File: src/hw/timing_pkg.sv
// timing package: instruction forms, reports, tabulated clock counts
// assumes one processor clock; memory answers bus cycles by handshake
// Contract
// (RQ1) total includes bus cycles; report read/prefetch/write
// (RQ2) decimal/extended forms add no address time
// (RQ3) decimal memory forms: 14/16/17, 2 reads, 1 write
// (RQ4) binary extended memory forms: 10/12/13, 2r/1w
// (RQ5) compress/expand memory: 11/13/13, 1r/1w
// (RQ6) decimal register forms: 4/4/5, no operand cycles
// (RQ7) test-then-set memory: 12/12/13, read then write
// (RQ8) zeroing memory: 3/4/6, one write only
// (RQ9) condition set memory: 6 always, one write
// (RQ10) calculated or fetched address time per form
// (RQ11) shift amount never changes clock count
// (RQ12) logical shifts: static 1/4/4, dynamic 3/6/6
// (RQ13) rotate through extend register: 9/12/12
// (RQ14) rotate memory by one: 7 always, one write
// (RQ15) bit ops on register: 1/4/5
// (RQ16) bit test memory: 4/4/5, no operand cycles
// (RQ17) bit modify memory: 4/4/5, one write
// (RQ18) immediate bit number adds immediate address time
// (RQ19) best overlaps, cache hits, worst neither
// (RQ20) memory completes bus cycles before finish
package timing_pkg;
  typedef enum logic [1:0] {case_best, case_cache, case_worst} speed_t;
  typedef enum logic [1:0] {ea_none, ea_fetch, ea_calc, ea_fetch_imm} ea_add_t;
  typedef enum logic [1:0] {bus_read, bus_prefetch, bus_write} bus_kind_t;
  typedef enum logic [5:0] {
    decimal_add_with_extend_reg, decimal_add_with_extend_mem,
    decimal_subtract_with_extend_reg, decimal_subtract_with_extend_mem,
    binary_add_with_extend_reg, binary_add_with_extend_mem,
    binary_subtract_with_extend_reg, binary_subtract_with_extend_mem,
    memory_compare_postincrement, decimal_compress_reg, decimal_compress_mem,
    decimal_expand_reg, decimal_expand_mem, operand_zeroing_mem,
    condition_set_mem, test_then_set_operand_mem,
    logical_shift_leftward_static, logical_shift_rightward_static,
    logical_shift_leftward_dynamic, logical_shift_rightward_dynamic,
    rotate_through_extend_leftward_reg, rotate_through_extend_rightward_reg,
    rotate_leftward_mem, rotate_rightward_mem,
    single_bit_test_reg, single_bit_toggle_reg, single_bit_clear_reg,
    single_bit_set_reg, single_bit_test_mem_imm, single_bit_test_mem_reg,
    single_bit_toggle_mem_imm, single_bit_toggle_mem_reg,
    single_bit_clear_mem_imm, single_bit_clear_mem_reg,
    single_bit_set_mem_imm, single_bit_set_mem_reg
  } form_t;
  typedef struct packed {
    logic [4:0] best;
    logic [4:0] cache;
    logic [4:0] worst;
  } clk3_t;
  typedef struct packed {
    logic       valid;
    form_t      form;
    speed_t     speed;
    logic [5:0] shift_amt;
  } issue_t;
  typedef struct packed {
    logic [4:0] total;
    logic [1:0] reads;
    logic       prefetch;
    logic       writes;
    ea_add_t    ea_add;
  } report_t;
  localparam clk3_t DEC_REG_CLK  = '{5'h04, 5'h04, 5'h05};
  localparam clk3_t DEC_MEM_CLK  = '{5'h0e, 5'h10, 5'h11};
  localparam clk3_t BIN_REG_CLK  = '{5'h02, 5'h02, 5'h03};
  localparam clk3_t BIN_MEM_CLK  = '{5'h0a, 5'h0c, 5'h0d};
  localparam clk3_t CMP_MEM_CLK  = '{5'h08, 5'h09, 5'h0a};
  localparam clk3_t CMPR_REG_CLK = '{5'h03, 5'h06, 5'h07};
  localparam clk3_t EXPD_REG_CLK = '{5'h05, 5'h08, 5'h09};
  localparam clk3_t DECIMAL_COMPRESS_MEM_CLK = '{5'h0b, 5'h0d, 5'h0d};
  localparam clk3_t ZERO_MEM_CLK = '{5'h03, 5'h04, 5'h06};
  localparam clk3_t CSET_MEM_CLK = '{5'h06, 5'h06, 5'h06};
  localparam clk3_t TAS_MEM_CLK  = '{5'h0c, 5'h0c, 5'h0d};
  localparam clk3_t SHS_CLK      = '{5'h01, 5'h04, 5'h04};
  localparam clk3_t SHD_CLK      = '{5'h03, 5'h06, 5'h06};
  localparam clk3_t ROX_REG_CLK  = '{5'h09, 5'h0c, 5'h0c};
  localparam clk3_t ROT_MEM_CLK  = '{5'h07, 5'h07, 5'h07};
  localparam clk3_t BIT_REG_CLK  = '{5'h01, 5'h04, 5'h05};
  localparam clk3_t BIT_MEM_CLK  = '{5'h04, 5'h04, 5'h05};
  localparam logic [1:0] RD_ONE     = 2'h1;
  localparam logic [1:0] RD_TWO     = 2'h2;
  localparam report_t    REPORT_RST = '0;
  localparam logic [4:0] CNT_LAST   = 5'h01;
  localparam logic [7:0] ELAPSED_RST = 8'h00;
endpackage

File: src/hw/op_timing_engine.sv
// op_timing_engine: runs one timed instruction form to completion
// assumes issue from same-clock logic; bus ack arrives from a pin
`timescale 1ns/1ps
module op_timing_engine (
  // clock and reset
  input  wire logic                  mclk_i,
  input  wire logic                  rst_i,
  // issue port
  input  wire timing_pkg::issue_t    issue_i,
  output logic                       busy_o,
  output logic                       done_o,
  output timing_pkg::report_t        report_o,
  // processor bus
  input  wire logic                  bus_ack_i,
  output logic                       bus_req_o,
  output timing_pkg::bus_kind_t      bus_kind_o
);
  import timing_pkg::*;

  typedef enum logic {st_idle, st_run} st_t;

  st_t        state_ff, nxt_state;
  logic       done_ff, nxt_done;
  report_t    report_ff, nxt_report;
  report_t    table_report;
  logic [4:0] cnt_ff, nxt_cnt;
  logic [1:0] rd_left_ff, nxt_rd_left;
  logic       pf_left_ff, nxt_pf_left;
  logic       wr_left_ff, nxt_wr_left;
  logic [7:0] elapsed_ff, nxt_elapsed;
  logic       take;
  logic       launch;
  bus_kind_t  launch_kind;
  logic       hs_idle;
  logic       bus_done;
  logic       time_up;

  // tabulated timing of the requested form
  form_timing_rom u_rom (
    .form_i   (issue_i.form),
    .speed_i  (issue_i.speed),
    .report_o (table_report)
  );

  // one bus cycle at a time toward memory
  bus_handshake u_hs (
    .mclk_i   (mclk_i),
    .rst_i    (rst_i),
    .launch_i (launch),
    .kind_i   (launch_kind),
    .idle_o   (hs_idle),
    .ack_i    (bus_ack_i),
    .req_o    (bus_req_o),
    .kind_o   (bus_kind_o)
  );

  // a request is taken only while idle; shift amount is not looked at
  assign take     = issue_i.valid && (state_ff == st_idle); // [RQ11]
  assign time_up  = (cnt_ff == CNT_LAST);
  assign bus_done = hs_idle && (rd_left_ff == 2'h0) && !pf_left_ff && !wr_left_ff;

  // launch order: reads, then prefetch, then write
  always_comb begin
    launch      = 1'h0;
    launch_kind = bus_read;
    if (state_ff == st_run && hs_idle) begin
      if (rd_left_ff != 2'h0) begin
        launch      = 1'h1; // [RQ1]
        launch_kind = bus_read;
      end else if (pf_left_ff) begin
        launch      = 1'h1; // [RQ1]
        launch_kind = bus_prefetch;
      end else if (wr_left_ff) begin
        launch      = 1'h1; // [RQ1]
        launch_kind = bus_write;
      end
    end
  end

  // outstanding bus cycle counts
  always_comb begin
    nxt_rd_left = rd_left_ff;
    nxt_pf_left = pf_left_ff;
    nxt_wr_left = wr_left_ff;
    if (take) begin
      nxt_rd_left = table_report.reads;
      nxt_pf_left = table_report.prefetch;
      nxt_wr_left = table_report.writes;
    end else if (launch) begin
      case (launch_kind)
        bus_read:     nxt_rd_left = rd_left_ff - 2'h1;
        bus_prefetch: nxt_pf_left = 1'h0;
        bus_write:    nxt_wr_left = 1'h0;
        default:      nxt_rd_left = rd_left_ff;
      endcase
    end
  end

  always_ff @(posedge mclk_i) begin
    if (rst_i) begin
      rd_left_ff <= 2'h0;
      pf_left_ff <= 1'h0;
      wr_left_ff <= 1'h0;
    end else begin
      rd_left_ff <= nxt_rd_left;
      pf_left_ff <= nxt_pf_left;
      wr_left_ff <= nxt_wr_left;
    end
  end

  // clock count down to the last tabulated clock
  always_comb begin
    nxt_cnt = cnt_ff;
    if (take) begin
      nxt_cnt = table_report.total; // [RQ1]
    end else if (state_ff == st_run && !time_up) begin
      nxt_cnt = cnt_ff - 5'h01;
    end
  end

  always_ff @(posedge mclk_i) begin
    if (rst_i) begin
      cnt_ff <= CNT_LAST;
    end else begin
      cnt_ff <= nxt_cnt;
    end
  end

  // sequence: run until time is up and memory has finished
  always_comb begin
    nxt_state  = state_ff;
    nxt_done   = 1'h0;
    nxt_report = report_ff;
    case (state_ff)
      st_idle: if (take) begin
        nxt_state  = st_run;
        nxt_report = table_report; // [RQ1]
      end
      st_run: if (time_up && bus_done) begin
        nxt_state = st_idle; // [RQ20]
        nxt_done  = 1'h1;
      end
      default: nxt_state = st_idle;
    endcase
  end

  always_ff @(posedge mclk_i) begin
    if (rst_i) begin
      state_ff  <= st_idle;
      done_ff   <= 1'h0;
      report_ff <= REPORT_RST;
    end else begin
      state_ff  <= nxt_state;
      done_ff   <= nxt_done;
      report_ff <= nxt_report;
    end
  end

  // clocks since the request was taken
  always_comb begin
    nxt_elapsed = elapsed_ff;
    if (take) begin
      nxt_elapsed = ELAPSED_RST;
    end else if (state_ff == st_run) begin
      nxt_elapsed = elapsed_ff + 8'h01;
    end
  end

  always_ff @(posedge mclk_i) begin
    if (rst_i) begin
      elapsed_ff <= ELAPSED_RST;
    end else begin
      elapsed_ff <= nxt_elapsed;
    end
  end

  // outputs from flops
  assign busy_o   = (state_ff == st_run);
  assign done_o   = done_ff;
  assign report_o = report_ff;
endmodule

File: src/hw/form_timing_rom.sv
// form_timing_rom: maps a form and speed case to its timing report
// assumes a legal form code; unknown codes report zero
`timescale 1ns/1ps
module form_timing_rom (
  // request
  input  wire timing_pkg::form_t   form_i,
  input  wire timing_pkg::speed_t  speed_i,
  // answer
  output timing_pkg::report_t      report_o
);
  import timing_pkg::*;

  // choose the column for the speed case
  function automatic logic [4:0] pick(clk3_t c, speed_t s);
    case (s)
      case_best:  return c.best;  // [RQ19]
      case_cache: return c.cache; // [RQ19]
      default:    return c.worst; // [RQ19]
    endcase
  endfunction

  // table lookup; prefetch only in the worst case
  always_comb begin
    report_o          = REPORT_RST;
    report_o.prefetch = (speed_i == case_worst); // [RQ1]
    case (form_i)
      decimal_add_with_extend_reg, decimal_subtract_with_extend_reg:
        report_o.total = pick(DEC_REG_CLK, speed_i); // [RQ6] [RQ2]
      decimal_add_with_extend_mem, decimal_subtract_with_extend_mem: begin
        report_o.total  = pick(DEC_MEM_CLK, speed_i); // [RQ3]
        report_o.reads  = RD_TWO;
        report_o.writes = 1'h1;
      end
      binary_add_with_extend_reg, binary_subtract_with_extend_reg:
        report_o.total = pick(BIN_REG_CLK, speed_i);
      binary_add_with_extend_mem, binary_subtract_with_extend_mem: begin
        report_o.total  = pick(BIN_MEM_CLK, speed_i); // [RQ4]
        report_o.reads  = RD_TWO;
        report_o.writes = 1'h1;
      end
      memory_compare_postincrement: begin
        report_o.total = pick(CMP_MEM_CLK, speed_i); // [RQ2]
        report_o.reads = RD_TWO;
      end
      decimal_compress_reg: report_o.total = pick(CMPR_REG_CLK, speed_i);
      decimal_expand_reg:   report_o.total = pick(EXPD_REG_CLK, speed_i);
      decimal_compress_mem, decimal_expand_mem: begin
        report_o.total  = pick(DECIMAL_COMPRESS_MEM_CLK, speed_i); // [RQ5]
        report_o.reads  = RD_ONE;
        report_o.writes = 1'h1;
      end
      operand_zeroing_mem, condition_set_mem, test_then_set_operand_mem: begin
        report_o.total  = (form_i == operand_zeroing_mem) ? pick(ZERO_MEM_CLK, speed_i) : // [RQ8]
                          (form_i == condition_set_mem) ? pick(CSET_MEM_CLK, speed_i) : // [RQ9]
                          pick(TAS_MEM_CLK, speed_i); // [RQ7]
        report_o.reads  = (form_i == test_then_set_operand_mem) ? RD_ONE : 2'h0;
        report_o.writes = 1'h1;
        report_o.ea_add = ea_calc; // [RQ10]
      end
      logical_shift_leftward_static, logical_shift_rightward_static:
        report_o.total = pick(SHS_CLK, speed_i); // [RQ12]
      logical_shift_leftward_dynamic, logical_shift_rightward_dynamic:
        report_o.total = pick(SHD_CLK, speed_i); // [RQ12]
      rotate_through_extend_leftward_reg, rotate_through_extend_rightward_reg:
        report_o.total = pick(ROX_REG_CLK, speed_i); // [RQ13]
      rotate_leftward_mem, rotate_rightward_mem: begin
        report_o.total  = pick(ROT_MEM_CLK, speed_i); // [RQ14]
        report_o.writes = 1'h1;
        report_o.ea_add = ea_fetch; // [RQ10]
      end
      single_bit_test_reg, single_bit_toggle_reg, single_bit_clear_reg, single_bit_set_reg:
        report_o.total = pick(BIT_REG_CLK, speed_i); // [RQ15]
      single_bit_test_mem_imm, single_bit_test_mem_reg: begin
        report_o.total  = pick(BIT_MEM_CLK, speed_i); // [RQ16]
        report_o.ea_add = (form_i == single_bit_test_mem_imm) ? ea_fetch_imm : ea_fetch; // [RQ18]
      end
      single_bit_toggle_mem_imm, single_bit_clear_mem_imm, single_bit_set_mem_imm: begin
        report_o.total  = pick(BIT_MEM_CLK, speed_i); // [RQ17]
        report_o.writes = 1'h1;
        report_o.ea_add = ea_fetch_imm; // [RQ18]
      end
      single_bit_toggle_mem_reg, single_bit_clear_mem_reg, single_bit_set_mem_reg: begin
        report_o.total  = pick(BIT_MEM_CLK, speed_i); // [RQ17]
        report_o.writes = 1'h1;
        report_o.ea_add = ea_fetch; // [RQ10]
      end
      default: report_o = REPORT_RST;
    endcase
  end
endmodule

File: src/hw/bus_handshake.sv
// bus_handshake: four-phase request/acknowledge for one bus cycle
// assumes memory raises ack after req and drops it after req falls
`timescale 1ns/1ps
module bus_handshake (
  // clock and reset
  input  wire logic                  mclk_i,
  input  wire logic                  rst_i,
  // launch side
  input  wire logic                  launch_i,
  input  wire timing_pkg::bus_kind_t kind_i,
  output logic                       idle_o,
  // memory side
  input  wire logic                  ack_i,
  output logic                       req_o,
  output timing_pkg::bus_kind_t      kind_o
);
  import timing_pkg::*;
  typedef enum logic [1:0] {hs_idle, hs_req, hs_rel} hs_state_t;
  hs_state_t state_ff, nxt_state;
  logic      ack_s1_ff, ack_s2_ff;
  logic      req_ff, nxt_req;
  bus_kind_t kind_ff, nxt_kind;

  // next phase of the handshake
  always_comb begin
    nxt_state = state_ff;
    nxt_kind  = kind_ff;
    case (state_ff)
      hs_idle: if (launch_i) begin
        nxt_state = hs_req;
        nxt_kind  = kind_i;
      end
      hs_req:  if (ack_s2_ff) nxt_state = hs_rel;
      hs_rel:  if (!ack_s2_ff) nxt_state = hs_idle; // [RQ20]
      default: nxt_state = hs_idle;
    endcase
    nxt_req = (nxt_state == hs_req); // request leaves from its own flop
  end

  // ack passes two flops before use
  always_ff @(posedge mclk_i) begin
    if (rst_i) begin
      state_ff  <= hs_idle;
      kind_ff   <= bus_read;
      req_ff    <= 1'h0;
      ack_s1_ff <= 1'h0;
      ack_s2_ff <= 1'h0;
    end else begin
      state_ff  <= nxt_state;
      kind_ff   <= nxt_kind;
      req_ff    <= nxt_req;
      ack_s1_ff <= ack_i;
      ack_s2_ff <= ack_s1_ff;
    end
  end

  assign idle_o = (state_ff == hs_idle);
  assign req_o  = req_ff;
  assign kind_o = kind_ff;
endmodule

File: config.mk
export PLATFORM = sky130hd
export DESIGN_NAME = op_timing_engine
export DESIGN_NICKNAME = d
export VERILOG_FILES = /design/src/hw/timing_pkg.sv /design/src/hw/op_timing_engine.sv /design/src/hw/form_timing_rom.sv /design/src/hw/bus_handshake.sv
export SDC_FILE = /design/constraint.sdc
export NUM_CORES = 1
export LEC_CHECK = 0
export ABC_AREA = 1
export BUFFER_PORTS_ARGS = -buffer_cell sky130_fd_sc_hd__buf_2
export CORE_MARGIN = 1.5
export CORE_UTILIZATION = 45
export DETAILED_ROUTE_END_ITERATION = 12
export PLACE_DENSITY_LB_ADDON = 0.05
export SYNTH_ARGS = -nofsm -noshare
export SYNTH_HDL_FRONTEND = slang
export SYNTH_SLANG_ARGS = --single-unit
export TNS_END_PERCENT = 100
File: constraint.sdc
create_clock -name mclk_i -period 1.2 [get_ports mclk_i]
set_input_delay 0.06 -clock mclk_i [delete_from_list [all_inputs] [get_ports mclk_i]]
set_output_delay 0.06 -clock mclk_i [all_outputs]
set_load 0.01 [all_outputs]
==> key figures <==
Outcome
  – Result of the run: finished, final reports clean

Worst setup path
  – Slowest-stage cell, CP: dfxtp_4
  – Crit Path Max Fanout: 3
  – Cell count along the critical path: 6
  – Crit path arrival time: between 1000 and 1500 ps
  – WP buf/inv: 1
  – Nature of the critical path endpoint: register
  – CP cell instances: inv_4, ha_4, or2_4, a21oi_4, nor2_1, a21oi_1
  – Worst Setup Start Kind: register
  – Largest stage delay on the critical path: 390 ps
  – R2r worst-path depth: 6
  – Worst Setup Path Type: reg -> reg
  – CP delay by family, top: flip-flops
  – Required time worst endpoint: approximately 1400 ps

Global routing
  – Gr usage total: 26.0%
  – First-pass GRT wire length: 8.74 mm
  – Vias in the first global route: 1,907
  – Total congestion overflow: 0
  – Initial antenna violation count: 0
  – Pin count of the biggest net entering global routing: 18

Cells and area
  – Non-Filler Instances: 410
  – Commonest non-fill, non-tap cell in the layout: nand2_1
  – Core Util, Final: between 70% and 80%
  – Fin area: 2630 sq um
  – Most frequent cells in the layout: nand2_1, buf_4, inv_1, nor2_1
  – # diodes: 0
  – Synth-to-Final Area Change: 46.8%
  – Layout cells sized above 1: 37.8%
  – Nets: 382

Timing
  – Final WS setup: 10.9 ps
  – Worst-margin pin slew: 379 ps
  – Fmax achieved: 841 MHz
  – Crit share post-route: just under 100%
  – Clock skew: 8.22 ps
  – Count of pins over their slew limit: 0
  – Slew margin rel.: 74.7%
  – RSZ-0062 raised after global routing: yes
  – Final setup viols: 0
  – Minimum clock period: around 1200 ps
  – Final hold violation count: 0

Job
  – Max cap viols: 0

Detailed routing
  – WL/cell: roughly 13 um
  – DR iter-0 viols: 204
  – 1st-pass router iterations: 4
  – Final ANT Viol Nets: 0
  – Vias: between 2,000 and 2,500
  – DRC: 0
  – Drt total wl: 5.44 mm
  – Mean number of vias per cell: 5.16

Placement
  – Placer Congestion: 0.899
  – Placed cells: 399
  – Number of port buffers: 27
  – Post-Place Setup Slack: -284 ps
  – Placement Cell Area: 2310 sq um
  – Detailed Place HPWL: 4.03 mm

Synthesis
  – Netlist cell types: 28
  – FF+latch count, synth: 29
  – Sequential share of the synthesized area: 32.4%
  – Synth warn: 0
  – Dominant cell type by area after synthesis: dfxtp_1
  – Mapped Area: 1790 sq um
  – Share of the synthesized area in the top cell type: approximately a third
  – Post-Syn Nets: approximately 300
  – Syn Area/Cell: 6.30 sq um
  – Top cells by area, synth: dfxtp_1, nand2_1, nand3_1
  – Gate Count Post-Synth: 284

Floorplanning
  – Ports: 34
  – Initial core utilization: 47.8%
  – Site Rows: 22
  – Chip width: 66.1 um
  – Full die area: between 4000 and 5000 sq um
  – Die Y: about 66 um
  – Core area: 3740 sq um

Clocking
  – CTS buffer count: 5
  – Clk_lat worst skew: 280 ps
  – Root Driver: clkbuf_8
  – H-Tree Depth: 2
  – CTS tree: yes
  – Clock Path Buffers: 2
  – Clk slew on worst S/H paths: 70 ps
  – Sink Count: 29

Power
  – Power density over the cells: 1140 nW/um^2
  – Total power: about 3.0 mW
  – Worst vdd ir: 0.967 mV
  – LEAKAGE: 1.30 nW

Hold path
  – Worst hold stages: 3
  – HP Class: in -> reg
==> worst paths after layout <==
path                        startpoint                        end  slack (ps)
max             cnt_ff[0]$_SDFFE_PP1P_     cnt_ff[2]$_SDFFE_PP0P_          10
min                        issue_i[14]          busy_o$_SDFF_PP0_          50
max reg2reg     cnt_ff[0]$_SDFFE_PP1P_     cnt_ff[2]$_SDFFE_PP0P_          10
min reg2reg  u_hs.ack_s1_ff$_SDFF_PP0_  u_hs.ack_s2_ff$_SDFF_PP0_         400
==> cells in the mapped netlist <==
cell type  instances
inv_1             33
nand3b_1           1
clkbuf_1           3
a21oi_1           22
nand2_2            2
nand4_1            5
nand2_1           68
nor2_1            36
nand3_2            2
nand3_1           28
o211ai_1           3
buf_6              2
o211ai_2           1
xor2_1             2
a31oi_1            4
dfxtp_1           29
o21ai_0           15
buf_2              1
o21ai_1            3
o21a_1             1
nor3_4             1
ha_1               3
buf_4              1
nor2_4             2
nor2_2             2
nor3_1             6
or2_2              1
inv_2              7
==> through the flow <==
step / TNS, ps / hold WS, ps
3_3_place_gp: -2830 / 269
2_1_floorplan: 0 / 167
5_1_grt: -410 / 76.0
6_report: 0 / 51.4
3_5_place_dp: -2500 / 280
4_1_cts: -0.800 / 33.6
==> kinds of logic (layout without fill, tap and decap cells) <==
logic type / after synthesis / in the layout / synth area share [%]
AOI/OAI and AO/OA: 49 / 49 / 15.0
xor gates and xnor gates: 2 / 2 / 0.979
adders and majority gates: 3 / 3 / 2.10
buffers and inverters: 47 / 125 / 11.0
DFF: 29 / 29 / 32.4
and+or+nand+nor: 154 / 154 / 38.5
==> worst reg2reg max path: stages (launching register included) <==
cell,delay [ps]
dfxtp_4,390
inv_4,40
ha_4,150
or2_4,250
a21oi_4,130
nor2_1,50
a21oi_1,110
==> flip-flops by register name (all words and copies together) (netlist names) <==
register        count
u_hs.state_ff       2
report_o           11
done_o              1
rd_left_ff          2
u_hs.ack_s2_ff      1
u_hs.kind_o         2
pf_left_ff          1
busy_o              1
u_hs.req_o          1
wr_left_ff          1
cnt_ff              5
u_hs.ack_s1_ff      1
==> routing by layer <==
| metal | vias to the layer above | part of all wire (%) | global-route usage [%] |
|---|---|---|---|
| li1 | 1081 | - | - |
| met1 | 973 | 50 | 38.6 |
| met2 | 55 | 44 | 39.4 |
| met3 | 7 | 5.1 | 4.77 |
| met4 | 0 | 0.70 | 4.59 |
| met5 | - | 0 | 0 |
==> repair_timing <==
item / CTS / global route
pin swaps: 5 / 12
hold buffers: 1 / 0
resized for setup: 19 / 41
setup buffers: 0 / 2
hold endpoints to repair: 1 / 0
setup endpoints to repair: 9 / 18
==> power by group <==
group	total (mW)	switching (mW)	internal, mW
clock	0.886	0.369	0.517
sequential	1.12	0.0708	1.05
combinational	0.995	0.538	0.457
total	3.00	0.978	2.02
==> layout make-up <==
cell class | instances | area [sq um]
multi-input cells | 208 | 1170
flip-flops and latches | 29 | 592
inverters | 40 | 160
fillers | 323 | 1120
clock inverters | 1 | 5.00
repair buffers | 77 | 541
well taps | 48 | 60.1
clock buffers | 7 | 96.3
Note: power is estimated with default switching activity, not from simulation.
